===== config.mk =====
export PLATFORM = sky130hd
export DESIGN_NAME = adctm_top
export DESIGN_NICKNAME = d
export VERILOG_FILES = /design/src/logic/adctm_pkg.sv /design/src/logic/adctm_trig_sync.sv /design/src/logic/adctm_top.sv
export VERILOG_INCLUDE_DIRS = /design/src /design/src/logic
export SDC_FILE = /design/constraint.sdc
export NUM_CORES = 1
export LEC_CHECK = 0
export ABC_AREA = 1
export BUFFER_PORTS_ARGS = -buffer_cell sky130_fd_sc_hd__buf_2
export CORE_UTILIZATION = 25
export DETAILED_ROUTE_END_ITERATION = 7
export GPL_TIMING_DRIVEN = 0
export PLACE_DENSITY_LB_ADDON = 0.15
export SLEW_MARGIN = 10
export SYNTH_ARGS = -nofsm -noshare
export SYNTH_HDL_FRONTEND = slang
export SYNTH_SLANG_ARGS = --single-unit

===== constraint.sdc =====
create_clock -name i_clk -period 3.3 [get_ports i_clk]
set_input_delay 0 -clock i_clk [delete_from_list [all_inputs] [get_ports i_clk]]
set_output_delay 0 -clock i_clk [all_outputs]
set_load 0.1 [all_outputs]

===== src/logic/adctm_defs.svh =====
// Constants for the converter trigger and channel bank select block.
// Assumes an APB slave with 32-bit data and byte addresses, 100 MHz clock.
//
// Functional notes
// - With enable set, a rising edge ending a low trigger pulse starts a conversion.
// - Enabled external trigger and software start are ORed into one start.
// - Monitor output is low while the trigger enable bit is set.
// - A 7-bit channel select field picks one of 128 channels.
// - Channels 0 to 15 always belong to the converter's own inputs.
// - Identification read returns own code ORed with addressed board's code.
// - Trigger enable is read/write bit 4 of the control word.
// - Write-only start bit 0 starts a conversion only while done is clear.
// - Error bit 5 sets on any start while done or busy; data read clears it.
// - A read-only flag shows whether the addressed channel bank is installed.
`ifndef ADCTM_DEFS_SVH
`define ADCTM_DEFS_SVH

// Register byte offsets.
`define ADCTM_OFS_CSR 12'h000
`define ADCTM_OFS_DAT 12'h004
`define ADCTM_OFS_ID 12'h008
`define ADCTM_OFS_IST 12'h00C
`define ADCTM_OFS_IMSK 12'h010

// Control word fields.
`define ADCTM_CSR_START 0
`define ADCTM_CSR_TRIG_EN 4
`define ADCTM_CSR_ERR 5
`define ADCTM_CSR_IE 6
`define ADCTM_CSR_DONE 7
`define ADCTM_CSR_CHLO 8
`define ADCTM_CSR_CHHI 14
`define ADCTM_CSR_AVAIL 15

// Interrupt status bits.
`define ADCTM_IRQ_DONE 0
`define ADCTM_IRQ_ERR 1

// Own identification code, value arbitrary.
`define ADCTM_OWN_ID 8'h50

// Conversion time.
`define ADCTM_CONV_NS 10000
`define ADCTM_CLK_NS 10
`define ADCTM_CONV_CYC ((`ADCTM_CONV_NS + `ADCTM_CLK_NS - 1) / `ADCTM_CLK_NS)

`endif


===== src/logic/adctm_pkg.sv =====
// Types for the converter trigger and channel bank select block.
// Assumes the constants header is included by the design files.
package adctm_pkg;
   typedef logic [6:0] adctm_chan_t;
   typedef enum logic [1:0] {
      ADCTM_IDLE = 2'b01,
      ADCTM_BUSY = 2'b10
   } adctm_state_e;
endpackage


===== src/logic/adctm_trig_sync.sv =====
// Trigger pin synchroniser and trailing edge detector.
// Assumes an asynchronous, active-low trigger pin from the field.
`timescale 1ns/1ps
module adctm_trig_sync (
   // Clock and reset.
   input wire logic i_clk,
   input wire logic i_rst_n,
   // Pin and result.
   input wire logic i_pin_n,
   output logic o_rise
);
   logic meta;
   logic sync;
   logic last;
   logic next_meta;
   logic next_sync;
   logic next_last;

   // The first stage feeds only the second; the edge uses later stages.
   always_comb begin
      next_meta = i_pin_n;
      next_sync = meta;
      next_last = sync;
   end

   // Pin idles high, so reset loads ones to avoid a false edge.
   always_ff @(posedge i_clk or negedge i_rst_n) begin
      if (!i_rst_n) begin
         meta <= 1'b1;
         sync <= 1'b1;
         last <= 1'b1;
      end else begin
         meta <= next_meta;
         sync <= next_sync;
         last <= next_last;
      end
   end

   // Trailing edge of the low pulse gives one pulse.
   assign o_rise = sync & ~last;
endmodule


===== src/logic/adctm_top.sv =====
// Converter control: trigger path, channel select, bank presence, APB registers.
// Assumes an APB master on i_clk and a converter core with start and result ports.
`timescale 1ns/1ps
`include "adctm_defs.svh"
module adctm_top (
   // Clock and reset.
   input wire logic i_clk,
   input wire logic i_rst_n,
   // APB slave.
   input wire logic i_psel,
   input wire logic i_penable,
   input wire logic i_pwrite,
   input wire logic [11:0] i_paddr,
   input wire logic [31:0] i_pwdata,
   output logic [31:0] o_prdata,
   output logic o_pready,
   output logic o_pslverr,
   // Field pins.
   input wire logic i_external_trigger_pin_n,
   output logic o_trigger_enable_monitor_n,
   // Multiplexer cable.
   input wire logic [7:0] i_bank_present,
   input wire logic [7:0] i_mux_board_id,
   output logic [6:0] o_channel_select,
   // Converter core.
   output logic o_conv_start,
   input wire logic [11:0] i_conv_result,
   // Interrupt.
   output logic o_irq
);
   logic ext_rise;
   logic [7:0] present_s1;
   logic [7:0] present_s2;
   logic [7:0] id_s1;
   logic [7:0] id_s2;
   logic ext_trigger_enable_bit;
   logic ie;
   logic done;
   logic err;
   adctm_pkg::adctm_chan_t chan;
   adctm_pkg::adctm_state_e state;
   logic [15:0] count;
   logic [11:0] data;
   logic [1:0] ist;
   logic [1:0] imsk;
   logic [31:0] rdata;
   logic next_ext_trigger_enable_bit;
   logic next_ie;
   logic next_done;
   logic next_err;
   adctm_pkg::adctm_chan_t next_chan;
   adctm_pkg::adctm_state_e next_state;
   logic [15:0] next_count;
   logic [11:0] next_data;
   logic [1:0] next_ist;
   logic [1:0] next_imsk;
   logic [31:0] next_rdata;
   logic wr;
   logic rd;
   logic setup_rd;
   logic sw_start;
   logic ext_start;
   logic any_start;
   logic accept;
   logic refuse;
   logic finish;
   logic avail;
   logic [7:0] id_word;
   logic [31:0] csr_word;
   logic mapped;

   adctm_trig_sync u_sync (
      .i_clk(i_clk),
      .i_rst_n(i_rst_n),
      .i_pin_n(i_external_trigger_pin_n),
      .o_rise(ext_rise)
   );

   // Cable inputs come from other boards and pass two flops.
   always_ff @(posedge i_clk or negedge i_rst_n) begin
      if (!i_rst_n) begin
         present_s1 <= 8'h00;
         present_s2 <= 8'h00;
         id_s1 <= 8'h00;
         id_s2 <= 8'h00;
      end else begin
         present_s1 <= i_bank_present;
         present_s2 <= present_s1;
         id_s1 <= i_mux_board_id;
         id_s2 <= id_s1;
      end
   end

   // APB decode; the slave answers with no wait states.
   assign o_pready = 1'b1;
   assign wr = i_psel & i_penable & i_pwrite;
   assign rd = i_psel & i_penable & ~i_pwrite;
   // Read data is captured at the setup edge, so it leaves a flop in the access cycle.
   assign setup_rd = i_psel & ~i_penable & ~i_pwrite;
   always_comb begin
      unique case (i_paddr)
         `ADCTM_OFS_CSR, `ADCTM_OFS_DAT, `ADCTM_OFS_ID, `ADCTM_OFS_IST, `ADCTM_OFS_IMSK: mapped = 1'b1;
         default: mapped = 1'b0;
      endcase
   end
   assign o_pslverr = i_psel & i_penable & ~mapped;

   // Start sources and acceptance.
   assign sw_start = wr & (i_paddr == `ADCTM_OFS_CSR) & i_pwdata[`ADCTM_CSR_START] & ~done;
   assign ext_start = ext_trigger_enable_bit & ext_rise;
   assign any_start = sw_start | ext_start;
   assign refuse = (ext_start | (wr & (i_paddr == `ADCTM_OFS_CSR) & i_pwdata[`ADCTM_CSR_START]))
      & (done | (state == adctm_pkg::ADCTM_BUSY));
   assign accept = any_start & ~done & (state == adctm_pkg::ADCTM_IDLE);
   assign finish = (state == adctm_pkg::ADCTM_BUSY) && (count == 16'd0);

   // Bank 0 is always the board's own inputs; others need a board present.
   assign avail = (chan[6:4] == 3'd0) ? 1'b1 : present_s2[chan[6:4]];
   // Bank 0 never adds a board code.
   assign id_word = `ADCTM_OWN_ID | ((chan[6:4] == 3'd0) ? 8'h00 : id_s2);

   always_comb begin
      csr_word = 32'h0000_0000;
      csr_word[`ADCTM_CSR_TRIG_EN] = ext_trigger_enable_bit;
      csr_word[`ADCTM_CSR_ERR] = err;
      csr_word[`ADCTM_CSR_IE] = ie;
      csr_word[`ADCTM_CSR_DONE] = done;
      csr_word[`ADCTM_CSR_CHHI:`ADCTM_CSR_CHLO] = chan;
      csr_word[`ADCTM_CSR_AVAIL] = avail;
   end

   // Next state of control, conversion and interrupt registers.
   always_comb begin
      next_ext_trigger_enable_bit = ext_trigger_enable_bit;
      next_ie = ie;
      next_chan = chan;
      next_imsk = imsk;
      next_state = state;
      next_count = count;
      next_data = data;
      next_done = done;
      next_err = err;
      next_ist = ist;
      next_rdata = 32'h0000_0000;
      if (wr && i_paddr == `ADCTM_OFS_CSR) begin
         next_ext_trigger_enable_bit = i_pwdata[`ADCTM_CSR_TRIG_EN];
         next_ie = i_pwdata[`ADCTM_CSR_IE];
         next_chan = i_pwdata[`ADCTM_CSR_CHHI:`ADCTM_CSR_CHLO];
      end
      if (wr && i_paddr == `ADCTM_OFS_IMSK) begin
         next_imsk = i_pwdata[1:0];
      end
      // Write one clears status; a new event in the same cycle wins.
      if (wr && i_paddr == `ADCTM_OFS_IST) begin
         next_ist = ist & ~i_pwdata[1:0];
      end
      // Data read clears done and error; a refusal in the same cycle wins.
      if (rd && i_paddr == `ADCTM_OFS_DAT) begin
         next_done = 1'b0;
         next_err = 1'b0;
      end
      unique case (state)
         adctm_pkg::ADCTM_IDLE: begin
            if (accept) begin
               next_state = adctm_pkg::ADCTM_BUSY;
               next_count = 16'(`ADCTM_CONV_CYC - 1);
            end
         end
         adctm_pkg::ADCTM_BUSY: begin
            if (finish) begin
               next_state = adctm_pkg::ADCTM_IDLE;
               next_data = i_conv_result;
               next_done = 1'b1;
               next_ist[`ADCTM_IRQ_DONE] = 1'b1;
            end else begin
               next_count = count - 16'd1;
            end
         end
         default: begin
            next_state = adctm_pkg::ADCTM_IDLE;
         end
      endcase
      if (refuse) begin
         next_err = 1'b1;
         next_ist[`ADCTM_IRQ_ERR] = 1'b1;
      end
      // A cable change between setup and access is not seen until the next read.
      if (setup_rd) begin
         unique case (i_paddr)
            `ADCTM_OFS_CSR: next_rdata = csr_word;
            `ADCTM_OFS_DAT: next_rdata = {20'h0_0000, data};
            `ADCTM_OFS_ID: next_rdata = {24'h00_0000, id_word};
            `ADCTM_OFS_IST: next_rdata = {30'h0000_0000, ist};
            `ADCTM_OFS_IMSK: next_rdata = {30'h0000_0000, imsk};
            default: next_rdata = 32'h0000_0000;
         endcase
      end
   end

   // Register stage.
   always_ff @(posedge i_clk or negedge i_rst_n) begin
      if (!i_rst_n) begin
         ext_trigger_enable_bit <= 1'b0;
         ie <= 1'b0;
         chan <= 7'h00;
         imsk <= 2'h0;
         state <= adctm_pkg::ADCTM_IDLE;
         count <= 16'h0000;
         data <= 12'h000;
         done <= 1'b0;
         err <= 1'b0;
         ist <= 2'h0;
         rdata <= 32'h0000_0000;
      end else begin
         ext_trigger_enable_bit <= next_ext_trigger_enable_bit;
         ie <= next_ie;
         chan <= next_chan;
         imsk <= next_imsk;
         state <= next_state;
         count <= next_count;
         data <= next_data;
         done <= next_done;
         err <= next_err;
         ist <= next_ist;
         rdata <= next_rdata;
      end
   end

   // Read data stands from the flop for the whole access cycle.
   assign o_prdata = rdata;
   assign o_trigger_enable_monitor_n = ~ext_trigger_enable_bit;
   assign o_channel_select = chan;
   assign o_conv_start = accept;
   assign o_irq = ie & |(ist & imsk);
endmodule


=== Word-level counts from Yosys, hierarchy flattened ===
Index checks and enable logic that the tools add are counted.

* Equality and inequality tests: 9
* Shifts and indexed selects: 0
* $mul: 0
* Reductions and logical operators: 16
* Bitwise logic cells: 27
* Add/sub/neg operators: 1
* Magnitude comparators: 1
* Divide/modulo/power cells: 0
* Multiplexer cells: 22

{| class="wikitable"
|+ Operators with widths
! cell !! count
|-
| 16-bit case mux with 5 select lines || 1
|-
| 16-bit 2-to-1 mux || 3
|-
| 16-bit case mux with 2 select lines || 1
|-
| 12-bit by 4-bit == test with 1-bit output (second input constant) || 2
|-
| 16-bit logical NOT || 1
|-
| 16-bit by 1-bit subtractor with 16-bit output (second input constant) || 1
|-
| 1-bit bitwise AND || 15
|-
| 12-bit by 3-bit == test with 1-bit output (second input constant) || 1
|-
| 12-bit by 5-bit == test with 1-bit output (second input constant) || 1
|-
| 12-bit logical NOT || 1
|-
| 1-bit 2-to-1 mux || 11
|-
| 8-bit 2-to-1 mux || 1
|-
| 2-bit 2-to-1 mux || 3
|-
| 2-bit != test (second input constant) || 3
|-
| 1-bit NOT || 6
|-
| 2-bit nonzero test || 3
|-
| 1-bit logical AND || 5
|-
| 5-bit OR reduction || 1
|-
| 2-bit bitwise AND || 2
|-
| 3-bit by 4-bit < comparator with 1-bit output (second input constant) || 1
|-
| 2-bit case mux with 2 select lines || 1
|-
| 2-bit AND reduction || 2
|-
| 1-bit binary-select mux with 3-bit select || 1
|-
| 3-bit logical NOT || 1
|-
| other kinds (6) || 8
|}

* Memories kept: 0
* Bits in read-only memories: 0
* Bits in writable memories: 0
* Output and inout port bits: 44
* Bits in latches: 0
* Flip-flop bits (word level): 112

=== Longest topological paths before layout ===
Gate-level depths: netlist (run 1).

* Word-level depth: 10
* Gate-level depth with buffers: 10
* Gate-level depth less buffers: 9

=== By module ===
From an unflattened synthesis (run 1), not the netlist that was laid out.

* Cell total of the unflattened synthesis: 481
* Area total of the unflattened synthesis: 4127.7 um^2

{| class="wikitable"
|+ By module, submodules not included
! module !! instances !! cells an instance !! area each (um^2)
|-
| adctm_top || 1 || 476 || 4038.9
|-
| adctm_trig_sync || 1 || 5 || 88.8
|}

=== Least setup slack after synthesis (run 1) ===
No wires, ideal clock.

* Path type: reg2out
* From: reg ext_trigger_enable_bit
* To: out o_conv_start
* Path slack: 1383 ps
* Arrival: 1917 ps
* Cell stages (with the launch flop): 8
* Cells stage by stage: dfrtp_1 > inv_1 > nor2_1 > nand2_1 > nand2_2 > nand2_4 > buf_2 > inv_1

* Cells in the longest elaborated chain, start to end: 4

{| class="wikitable"
|+ Ends and longest elaborated chain
! item !! RTL line !! RTL
|-
| from (decl) || adctm_top.sv:36 || <nowiki>logic ext_trigger_enable_bit;</nowiki>
|-
| from (signal assigned) || adctm_top.sv:215 || <nowiki>ext_trigger_enable_bit <= next_ext_trigger_enable_bit;</nowiki>
|-
| 1-bit bitwise AND || adctm_top.sv:110 || <nowiki>assign ext_start = ext_trigger_enable_bit & ext_rise;</nowiki>
|-
| 1-bit bitwise OR || adctm_top.sv:111 || <nowiki>assign any_start = sw_start | ext_start;</nowiki>
|-
| 1-bit bitwise AND (2 in a row) || adctm_top.sv:114 || <nowiki>assign accept = any_start & ~done & (state == adctm_pkg::ADCTM_IDLE);</nowiki>
|-
| to (decl) || adctm_top.sv:26 || <nowiki>output logic o_conv_start,</nowiki>
|}

Every way passes these cells.

=== Final worst setup path (run 1) ===
* From: in i_paddr[3]
* To: out o_conv_start

* Cells in the longest elaborated chain, start to end: 7

{| class="wikitable"
|+ Ends and longest elaborated chain
! item !! RTL line !! RTL
|-
| from (decl) || adctm_top.sv:13 || <nowiki>input wire logic [11:0] i_paddr,</nowiki>
|-
| 12-bit logical NOT || -- ||
|-
| 1-bit bitwise AND (3 in a row) || adctm_top.sv:109 || <nowiki>assign sw_start = wr & (i_paddr == `ADCTM_OFS_CSR) & i_pwdata[`ADCTM_CSR_START] & ~done;</nowiki>
|-
| 1-bit bitwise OR || adctm_top.sv:111 ||
|-
| 1-bit bitwise AND (2 in a row) || adctm_top.sv:114 ||
|}

Every way passes these cells.

==> impl_results.html, run 1 <==
<table>
<tr><th>Metric</th><th>Value</th></tr>
<tr><th colspan="2">Floorplan</th></tr>
<tr><td>Row Count</td><td>46</td></tr>
<tr><td>Top-level port count</td><td>122</td></tr>
<tr><td>Placeable Area</td><td>15900 um2</td></tr>
<tr><td>Starting density of the core</td><td>25.7%</td></tr>
<tr><td>Die extent in y</td><td>130 um</td></tr>
<tr><td>Die Width</td><td>130 um</td></tr>
<tr><td>Total die area</td><td>16900 um2</td></tr>
<tr><th colspan="2">Clocking</th></tr>
<tr><td>Clock transition at the registers of the reported paths</td><td>60 ps</td></tr>
<tr><td>Number of setup buffers added after CTS</td><td>0</td></tr>
<tr><td>Maximum clock path buffer count</td><td>2</td></tr>
<tr><td>Number of clock sinks seen by CTS</td><td>92</td></tr>
<tr><td>Maximum level of the CTS H-tree</td><td>3</td></tr>
<tr><td>TritonCTS clock tree</td><td>done</td></tr>
<tr><td>Quantity of gates resized following cts</td><td>0</td></tr>
<tr><td>Clock latency on the worst-skew pair</td><td>350 ps</td></tr>
<tr><td>Num CTS Buffers</td><td>9</td></tr>
<tr><td>Library cell used as clock root buffer</td><td>sky130_fd_sc_hd__clkbuf_16</td></tr>
<tr><th colspan="2">Placed design</th></tr>
<tr><td>Half-perimeter wire length after placement</td><td>7.28 mm</td></tr>
<tr><td>Routability cong.</td><td>0.841</td></tr>
<tr><td>Input/output buffers</td><td>81</td></tr>
<tr><td>Pre-CTS worst setup slack</td><td>1640 ps</td></tr>
<tr><th colspan="2">Timing</th></tr>
<tr><td>Post-layout worst setup margin</td><td>1230 ps</td></tr>
<tr><td>Slew at the pin with the worst max-slew slack</td><td>716 ps</td></tr>
<tr><td>Final min period</td><td>2070 ps</td></tr>
<tr><td>Hold Violations, Final</td><td>0</td></tr>
<tr><td>Maximum frequency from static timing analysis</td><td>484 MHz</td></tr>
<tr><td>Number of pins with negative max-slew slack in the final report</td><td>0</td></tr>
<tr><td>Part of the cycle the worst path needs</td><td>62.7%</td></tr>
<tr><td>Count of final setup violators</td><td>0</td></tr>
<tr><td>Slew margin rel.</td><td>52.2%</td></tr>
<tr><td>Setup repair after global routing missed its margin</td><td>no</td></tr>
<tr><td>Aggregate negative setup slack</td><td>0 ps</td></tr>
<tr><td>Largest clock skew in the final design</td><td>8.20 ps</td></tr>
<tr><th colspan="2">Worst setup path</th></tr>
<tr><td>Launching point of the worst reg2reg path</td><td>count[0]</td></tr>
<tr><td>Worst EP required</td><td>3300 ps</td></tr>
<tr><td>Max FO, Critical Path</td><td>10</td></tr>
<tr><td>Crit Path Class</td><td>input pin to output pin</td></tr>
<tr><td>Type of destination of the critical path</td><td>output pin</td></tr>
<tr><td>Type of element launching the critical path</td><td>input pin</td></tr>
<tr><td>Timing startpoint of the critical path</td><td>i_paddr[3]</td></tr>
<tr><td>R2R depth</td><td>8</td></tr>
<tr><td>Data arrival time of the critical path</td><td>2070 ps</td></tr>
<tr><th colspan="2">Synth</th></tr>
<tr><td>Gate count of the mapped netlist</td><td>465</td></tr>
<tr><td>Mapped Avg Cell Area</td><td>8.81 um2</td></tr>
<tr><td>Yosys warns</td><td>0</td></tr>
<tr><td>Post-synthesis register bit count</td><td>92</td></tr>
<tr><td>Synthesized area</td><td>4100 um2</td></tr>
<tr><td>Synth unique cells</td><td>31</td></tr>
<tr><td>Share of the yosys chip area belonging to registers</td><td>56.3%</td></tr>
<tr><th colspan="2">Global route</th></tr>
<tr><td>First-pass GRT wire length</td><td>16.4 mm</td></tr>
<tr><td>Vias in the first global route</td><td>3383</td></tr>
<tr><td>Final global-route overflow total</td><td>0</td></tr>
<tr><td>Maximum number of pins on one net before global-route repair</td><td>56</td></tr>
<tr><td>Antenna violations before repair</td><td>0</td></tr>
<tr><td>GR Util All Layers</td><td>12.8%</td></tr>
<tr><th colspan="2">Min path</th></tr>
<tr><td>Hold path startpoint</td><td>i_pwrite</td></tr>
<tr><td>Worst hold path cell count</td><td>3</td></tr>
<tr><td>Hold crit path type</td><td>input pin to flop</td></tr>
<tr><th colspan="2">Outcome</th></tr>
<tr><td>Status</td><td>completed</td></tr>
<tr><th colspan="2">Finish</th></tr>
<tr><td>Number of filler cells placed in the layout</td><td>1679</td></tr>
<tr><td>Synth-to-Final Area Change</td><td>35.6%</td></tr>
<tr><td>Fraction of final layout cells sized beyond drive strength 1</td><td>24.0%</td></tr>
<tr><td>Number of antenna diodes</td><td>0</td></tr>
<tr><td>Number of nets in the layout</td><td>693</td></tr>
<tr><th colspan="2">Power</th></tr>
<tr><td>Leakage power of the design</td><td>2.98 nW</td></tr>
<tr><td>Total power divided by cell area</td><td>452 nW/um2</td></tr>
<tr><td>VDD IR-drop max</td><td>228 uV</td></tr>
<tr><th colspan="2">Drt</th></tr>
<tr><td>Number of vias per cell</td><td>4.15</td></tr>
<tr><td>Final WL</td><td>10.0 mm</td></tr>
<tr><td>DRC viols</td><td>0</td></tr>
<tr><td>Average wire length per cell after detail routing</td><td>12.0 um</td></tr>
<tr><td>Post-route antenna net violation count</td><td>0</td></tr>
<tr><td>DRT iter0 DRCs</td><td>158</td></tr>
<tr><td>Via count</td><td>3456</td></tr>
<tr><td>Number of iterations in the first detailed-routing pass</td><td>5</td></tr>
<tr><th colspan="2">Run</th></tr>
<tr><td>Max cap viols</td><td>0</td></tr>
</table>
## flip-flops by register name, indices dropped and copies added (netlist names)
register / count
o_prdata: 16
u_sync.meta: 1
ie: 1
count: 16
present_s1: 8
present_s2: 8
u_sync.next_last: 1
u_sync.last: 1
done: 1
id_s2: 6
ist: 2
err: 1
id_s1: 6
o_channel_select: 7
ext_trigger_enable_bit: 1
state: 2
data: 12
imsk: 2
## final cells by class
class / count / area [um2] / area share, %
buffer: 25 / 183 / 3.29
clock buffer: 9 / 225 / 4.05
clock inverter: 5 / 78.8 / 1.42
inverter: 53 / 199 / 3.58
multi-input combinational: 310 / 1460 / 26.4
sequential: 92 / 2310 / 41.5
tap: 216 / 270 / 4.86
timing repair buffer: 122 / 828 / 14.9
## synth_stat cells, drive strengths merged
| master | count | area [um2] |
|---|---|---|
| dfrtp | 88 | 2200 |
| o21ai | 32 | 160 |
| nand2 | 114 | 477 |
| nand3b | 2 | 15.0 |
| inv | 52 | 195 |
| a21oi | 19 | 95.1 |
| nor3 | 3 | 26.3 |
| or2 | 1 | 6.26 |
| dfstp | 4 | 105 |
| ha | 2 | 25.0 |
| clkinv | 1 | 3.75 |
| buf | 25 | 183 |
| xnor2 | 1 | 8.76 |
| xor2 | 3 | 26.3 |
| nor2 | 61 | 261 |
| nand4 | 10 | 62.6 |
| o211ai | 2 | 15.0 |
| a31oi | 1 | 6.26 |
| conb | 2 | 7.51 |
| nand3 | 42 | 215 |
## placed cells by master, fill, tap and decap left out, drive strengths merged, types with 2 or more instances in the layout
cell type    count
xor2             3
o211ai           2
ha               2
inv             52
nor3             3
dlygate4sd3     40
dfstp            4
bufinv           2
clkbuf           9
conb            17
nand3b           2
clkinv           4
nor2            61
nand4           10
nand3           42
o21ai           32
nand2          114
a21oi           19
buf            107
dfrtp           88
## what timing repair did
| item | 4_1_cts | 5_1_grt |
|---|---|---|
| hold buffers | 40 | 0 |
| endpoints found under the hold margin | 91 | 0 |
| setup endpoints to repair | 0 | 0 |
## critical path: stages
cell and delay, ps:
sky130_fd_sc_hd__dlygate4sd3_1 530, sky130_fd_sc_hd__buf_2 150, sky130_fd_sc_hd__inv_2 50, sky130_fd_sc_hd__nand2_1 70, sky130_fd_sc_hd__nor2_4 160, sky130_fd_sc_hd__nand4_1 160, sky130_fd_sc_hd__nand2_2 120, sky130_fd_sc_hd__nand2_4 110
sky130_fd_sc_hd__buf_2 220, sky130_fd_sc_hd__inv_1 60, sky130_fd_sc_hd__buf_2 410
## metrics by stage
step	area, um2	util (%)	instances	total power, mW	hold WS (ps)
after detailed placement	4850	30.4	778	1.42	107
after floorplan	4150	-	480	1.34	-296
after CTS	5560	34.8	832	2.55	27.0
after global placement	4830	30.3	777	1.41	108
final	5560	34.8	832	2.51	42.9
after global routing	5560	34.8	832	2.63	28.1
## logic make-up after synthesis
kind of cell | Yosys count | synth area share (%)
AO/OA/AOI/OAI | 54 | 6.75
flip-flops | 92 | 56.3
adder cells (fa/ha/maj) | 2 | 0.611
buffers and inverters | 78 | 9.32
XOR/XNOR | 4 | 0.855
other | 2 | 0.183
AND/OR/NAND/NOR | 233 | 26.0
## metal layers
| metal | global-route usage [%] | wire length, um | vias to the layer above | part of all wire [%] |
|---|---|---|---|---|
| met1 | 15.9 | 4540 | 1618 | 45 |
| met3 | 3.08 | 482 | 13 | 4.8 |
| met5 | 0 | 0 | - | 0 |
| met2 | 21.3 | 4800 | 89 | 48 |
| li1 | - | - | 1736 | - |
| met4 | 4.99 | 175 | 0 | 1.8 |
## report_power, final
group          internal [mW]  switching, mW
Sequential              1.16         0.0114
Combinational         0.0917          0.172
Clock                  0.654          0.425
## final timing paths
path | end | slack (ps)
hold reg to reg | id_s2[2] | 340
setup reg to reg | data[9] | 1630
hold / removal | err | 40
min in group asynchronous | present_s1[0] | 250
setup / recovery | o_conv_start | 1230
max in group asynchronous | id_s1[0] | 2370
Power figures use the tool's default switching activity.
==> run 2: changes to the inputs <==
==> constraint.sdc (replaced) <==
create_clock -name i_clk -period 1.8 [get_ports i_clk]
set_input_delay 0 -clock i_clk [delete_from_list [all_inputs] [get_ports i_clk]]
set_output_delay 0 -clock i_clk [all_outputs]
set_load 0.1 [all_outputs]
==> run 2 against run 1 <==
Effect of this change:
- global-route usage shrank 0.12 points
- combinational power up 86%
- critical path depth decreased by 6
==> impl_results.html, run 2 (synthesized netlist as in run 1, its figures left out) <==
<table>
<tr><th>Metric</th><th>Value</th></tr>
<tr><th colspan="2">Drt</th></tr>
<tr><td>Average wire length per cell after detail routing</td><td>12.1 um (+0.43%)</td></tr>
<tr><td>DRT iter0 DRCs</td><td>159 (+0.63%)</td></tr>
<tr><td>DRC viols</td><td>0 (unchanged)</td></tr>
<tr><td>Final WL</td><td>10.1 mm (+0.55%)</td></tr>
<tr><td>Number of vias per cell</td><td>4.07 (-2.1%)</td></tr>
<tr><td>Number of iterations in the first detailed-routing pass</td><td>5 (unchanged)</td></tr>
<tr><td>Via count</td><td>3387 (-2.0%)</td></tr>
<tr><td>Post-route antenna net violation count</td><td>0 (unchanged)</td></tr>
<tr><th colspan="2">Worst setup path</th></tr>
<tr><td>Worst EP required</td><td>1800 ps (-1500 ps)</td></tr>
<tr><td>Slowest cell delay on critical path</td><td>530 ps (about the same)</td></tr>
<tr><td>Type of element launching the critical path</td><td>flop</td></tr>
<tr><td>Max FO, Critical Path</td><td>18 (+8)</td></tr>
<tr><td>Data arrival time of the critical path</td><td>1700 ps (-370 ps)</td></tr>
<tr><td>Cells traversed along the worst timing path</td><td>nand2_1 &gt; nor2_1 &gt; nand2_8 &gt; clkinvlp_4 &gt; buf_6</td></tr>
<tr><td>Worst path slowest cell</td><td>sky130_fd_sc_hd__dfstp_2</td></tr>
<tr><td>Crit Path Class</td><td>flop to output pin</td></tr>
<tr><td>Type of destination of the critical path</td><td>output pin</td></tr>
<tr><th colspan="2">Timing</th></tr>
<tr><td>Hold_ws</td><td>45.5 ps (+2.55 ps)</td></tr>
<tr><td>Maximum frequency from static timing analysis</td><td>589 MHz</td></tr>
<tr><td>Part of the cycle the worst path needs</td><td>94.3%</td></tr>
<tr><td>Number of pins with negative max-slew slack in the final report</td><td>0 (unchanged)</td></tr>
<tr><td>Count of final setup violators</td><td>0 (unchanged)</td></tr>
<tr><td>Final min period</td><td>1700 ps</td></tr>
<tr><td>Setup repair after global routing missed its margin</td><td>yes</td></tr>
<tr><td>Hold Violations, Final</td><td>0 (unchanged)</td></tr>
<tr><td>Slew at the pin with the worst max-slew slack</td><td>558 ps (-158 ps)</td></tr>
<tr><td>Slew margin rel.</td><td>62.6% (+10 points)</td></tr>
<tr><td>Largest clock skew in the final design</td><td>9.08 ps (+0.875 ps)</td></tr>
<tr><th colspan="2">Floorplan</th></tr>
<tr><td>Placeable Area</td><td>15900 um2 (unchanged)</td></tr>
<tr><td>Starting density of the core</td><td>25.7% (unchanged)</td></tr>
<tr><td>Total die area</td><td>16900 um2 (unchanged)</td></tr>
<tr><td>Die extent in y</td><td>130 um (unchanged)</td></tr>
<tr><td>Top-level port count</td><td>122 (unchanged)</td></tr>
<tr><td>Row Count</td><td>46 (unchanged)</td></tr>
<tr><td>Die Width</td><td>130 um (unchanged)</td></tr>
<tr><th colspan="2">Finish</th></tr>
<tr><td>Commonest cells after routing, fill and taps aside</td><td>sky130_fd_sc_hd__nand2_1 (104), sky130_fd_sc_hd__dfrtp_1 (87), sky130_fd_sc_hd__buf_2 (81)</td></tr>
<tr><td>Number of antenna diodes</td><td>0 (unchanged)</td></tr>
<tr><td>Fraction of final layout cells sized beyond drive strength 1</td><td>24.5% (+0.45 points)</td></tr>
<tr><td>Final cell count without fillers</td><td>833 (+0.12%)</td></tr>
<tr><td>Final standard cell utilization of the core</td><td>35.0% (+0.14 points)</td></tr>
<tr><td>Number of filler cells placed in the layout</td><td>1659 (-1.2%)</td></tr>
<tr><td>Synth-to-Final Area Change</td><td>36.2%</td></tr>
<tr><td>Most frequent standard cell in the layout excluding fill and tap cells</td><td>sky130_fd_sc_hd__nand2_1</td></tr>
<tr><td>Area of all placed cells without fillers</td><td>5580 um2 (+0.41%)</td></tr>
<tr><td>Number of nets in the layout</td><td>692 (-0.14%)</td></tr>
<tr><th colspan="2">Run</th></tr>
<tr><td>Max cap viols</td><td>0 (unchanged)</td></tr>
<tr><th colspan="2">Power</th></tr>
<tr><td>Total power divided by cell area</td><td>804 nW/um2 (+78%)</td></tr>
<tr><td>VDD IR-drop max</td><td>438 uV (+92%)</td></tr>
<tr><td>Leakage power of the design</td><td>2.95 nW (-1.1%)</td></tr>
<tr><th colspan="2">Placed design</th></tr>
<tr><td>Routability cong.</td><td>0.817 (-2.8%)</td></tr>
<tr><td># placed instances</td><td>778 (unchanged)</td></tr>
<tr><td>Half-perimeter wire length after placement</td><td>7.18 mm (-1.3%)</td></tr>
<tr><td>DP Area</td><td>4870 um2 (+0.41%)</td></tr>
<tr><td>Input/output buffers</td><td>81 (unchanged)</td></tr>
<tr><th colspan="2">Clocking</th></tr>
<tr><td>Library cell used as clock root buffer</td><td>sky130_fd_sc_hd__clkbuf_16</td></tr>
<tr><td>Num CTS Buffers</td><td>9 (unchanged)</td></tr>
<tr><td>Clock latency on the worst-skew pair</td><td>340 ps (about the same)</td></tr>
<tr><td>TritonCTS clock tree</td><td>done</td></tr>
<tr><td>Clock transition at the registers of the reported paths</td><td>60 ps (about the same)</td></tr>
<tr><td>Number of clock sinks seen by CTS</td><td>92 (unchanged)</td></tr>
<tr><td>Maximum clock path buffer count</td><td>2 (unchanged)</td></tr>
<tr><td>Maximum level of the CTS H-tree</td><td>3 (unchanged)</td></tr>
<tr><th colspan="2">Global route</th></tr>
<tr><td>Maximum number of pins on one net before global-route repair</td><td>64 (+14%)</td></tr>
<tr><td>Vias in the first global route</td><td>3258 (-3.7%)</td></tr>
<tr><td>GR Util All Layers</td><td>12.6% (-0.12 points)</td></tr>
<tr><td>First-pass GRT wire length</td><td>16.2 mm (-1.3%)</td></tr>
<tr><td>Antenna violations before repair</td><td>0 (unchanged)</td></tr>
<tr><td>Final global-route overflow total</td><td>0 (unchanged)</td></tr>
<tr><th colspan="2">Outcome</th></tr>
<tr><td>Status</td><td>completed</td></tr>
<tr><th colspan="2">Min path</th></tr>
<tr><td>Hold crit path type</td><td>input pin to flop</td></tr>
</table>
[run 2: cell type report]
| type | instances | area [um2] | share of cell area (%) |
|---|---|---|---|
| Sequential cell | 92 | 2310 | 41.4 |
| Multi-Input combinational cell | 310 | 1480 | 26.6 |
| Clock inverter | 5 | 53.8 | 0.965 |
| Buffer | 24 | 183 | 3.28 |
| Timing Repair Buffer | 122 | 842 | 15.1 |
| Tap cell | 216 | 270 | 4.85 |
| Inverter | 53 | 206 | 3.70 |
| Clock buffer | 11 | 233 | 4.17 |
[run 2: final timing paths]
| path | from | end | slack (ps) | depth (start not counted) |
|---|---|---|---|---|
| worst min register to register | present_s1[2] | present_s2[2] | 340 | 0 |
| min in group asynchronous | i_rst_n | id_s1[5] | 140 | 2 |
| worst max register to register | count[0] | count[14] | 170 | 10 |
| max in group asynchronous | i_rst_n | u_sync.last | 980 | 3 |
| worst min-delay path | i_pwrite | done | 50 | 3 |
| worst max-delay path | state[0] | o_conv_start | 100 | 5 |
[run 2: worst max-delay path: cells and delay by family, from the launching register on]
family,cells,cell delay [ps]
buffers and inverters,2,330
flip-flops,1,530
AND/OR/NAND/NOR,3,500
[run 2: where the power goes]
| part | switching [mW] | internal (mW) |
|---|---|---|
| Sequential | 0.0211 | 2.12 |
| Clock | 0.779 | 1.07 |
| Combinational | 0.317 | 0.170 |
[run 2: timing repair]
item,4_1_cts,5_1_grt
setup endpoints to repair,1,9
hold buffers,40,0
setup buffers,0,0
hold endpoints to repair,69,0
gates resized for setup,2,6
[run 2: through the flow]
step,setup slack (ps),power (mW),TNS [ps]
2_1_floorplan,19.8,2.46,0
3_3_place_gp,-377,2.59,-17460
3_5_place_dp,118,2.60,0
4_1_cts,97.1,4.56,0
5_1_grt,-0.845,4.69,-0.845
6_report,103,4.48,0
[run 2: metal layers]
layer / track usage (%) / share of wire, %
met4: 3.90 / 1.3
met2: 20.1 / 45
met1: 16.8 / 49
met3: 3.32 / 4.3
met5: 0 / 0
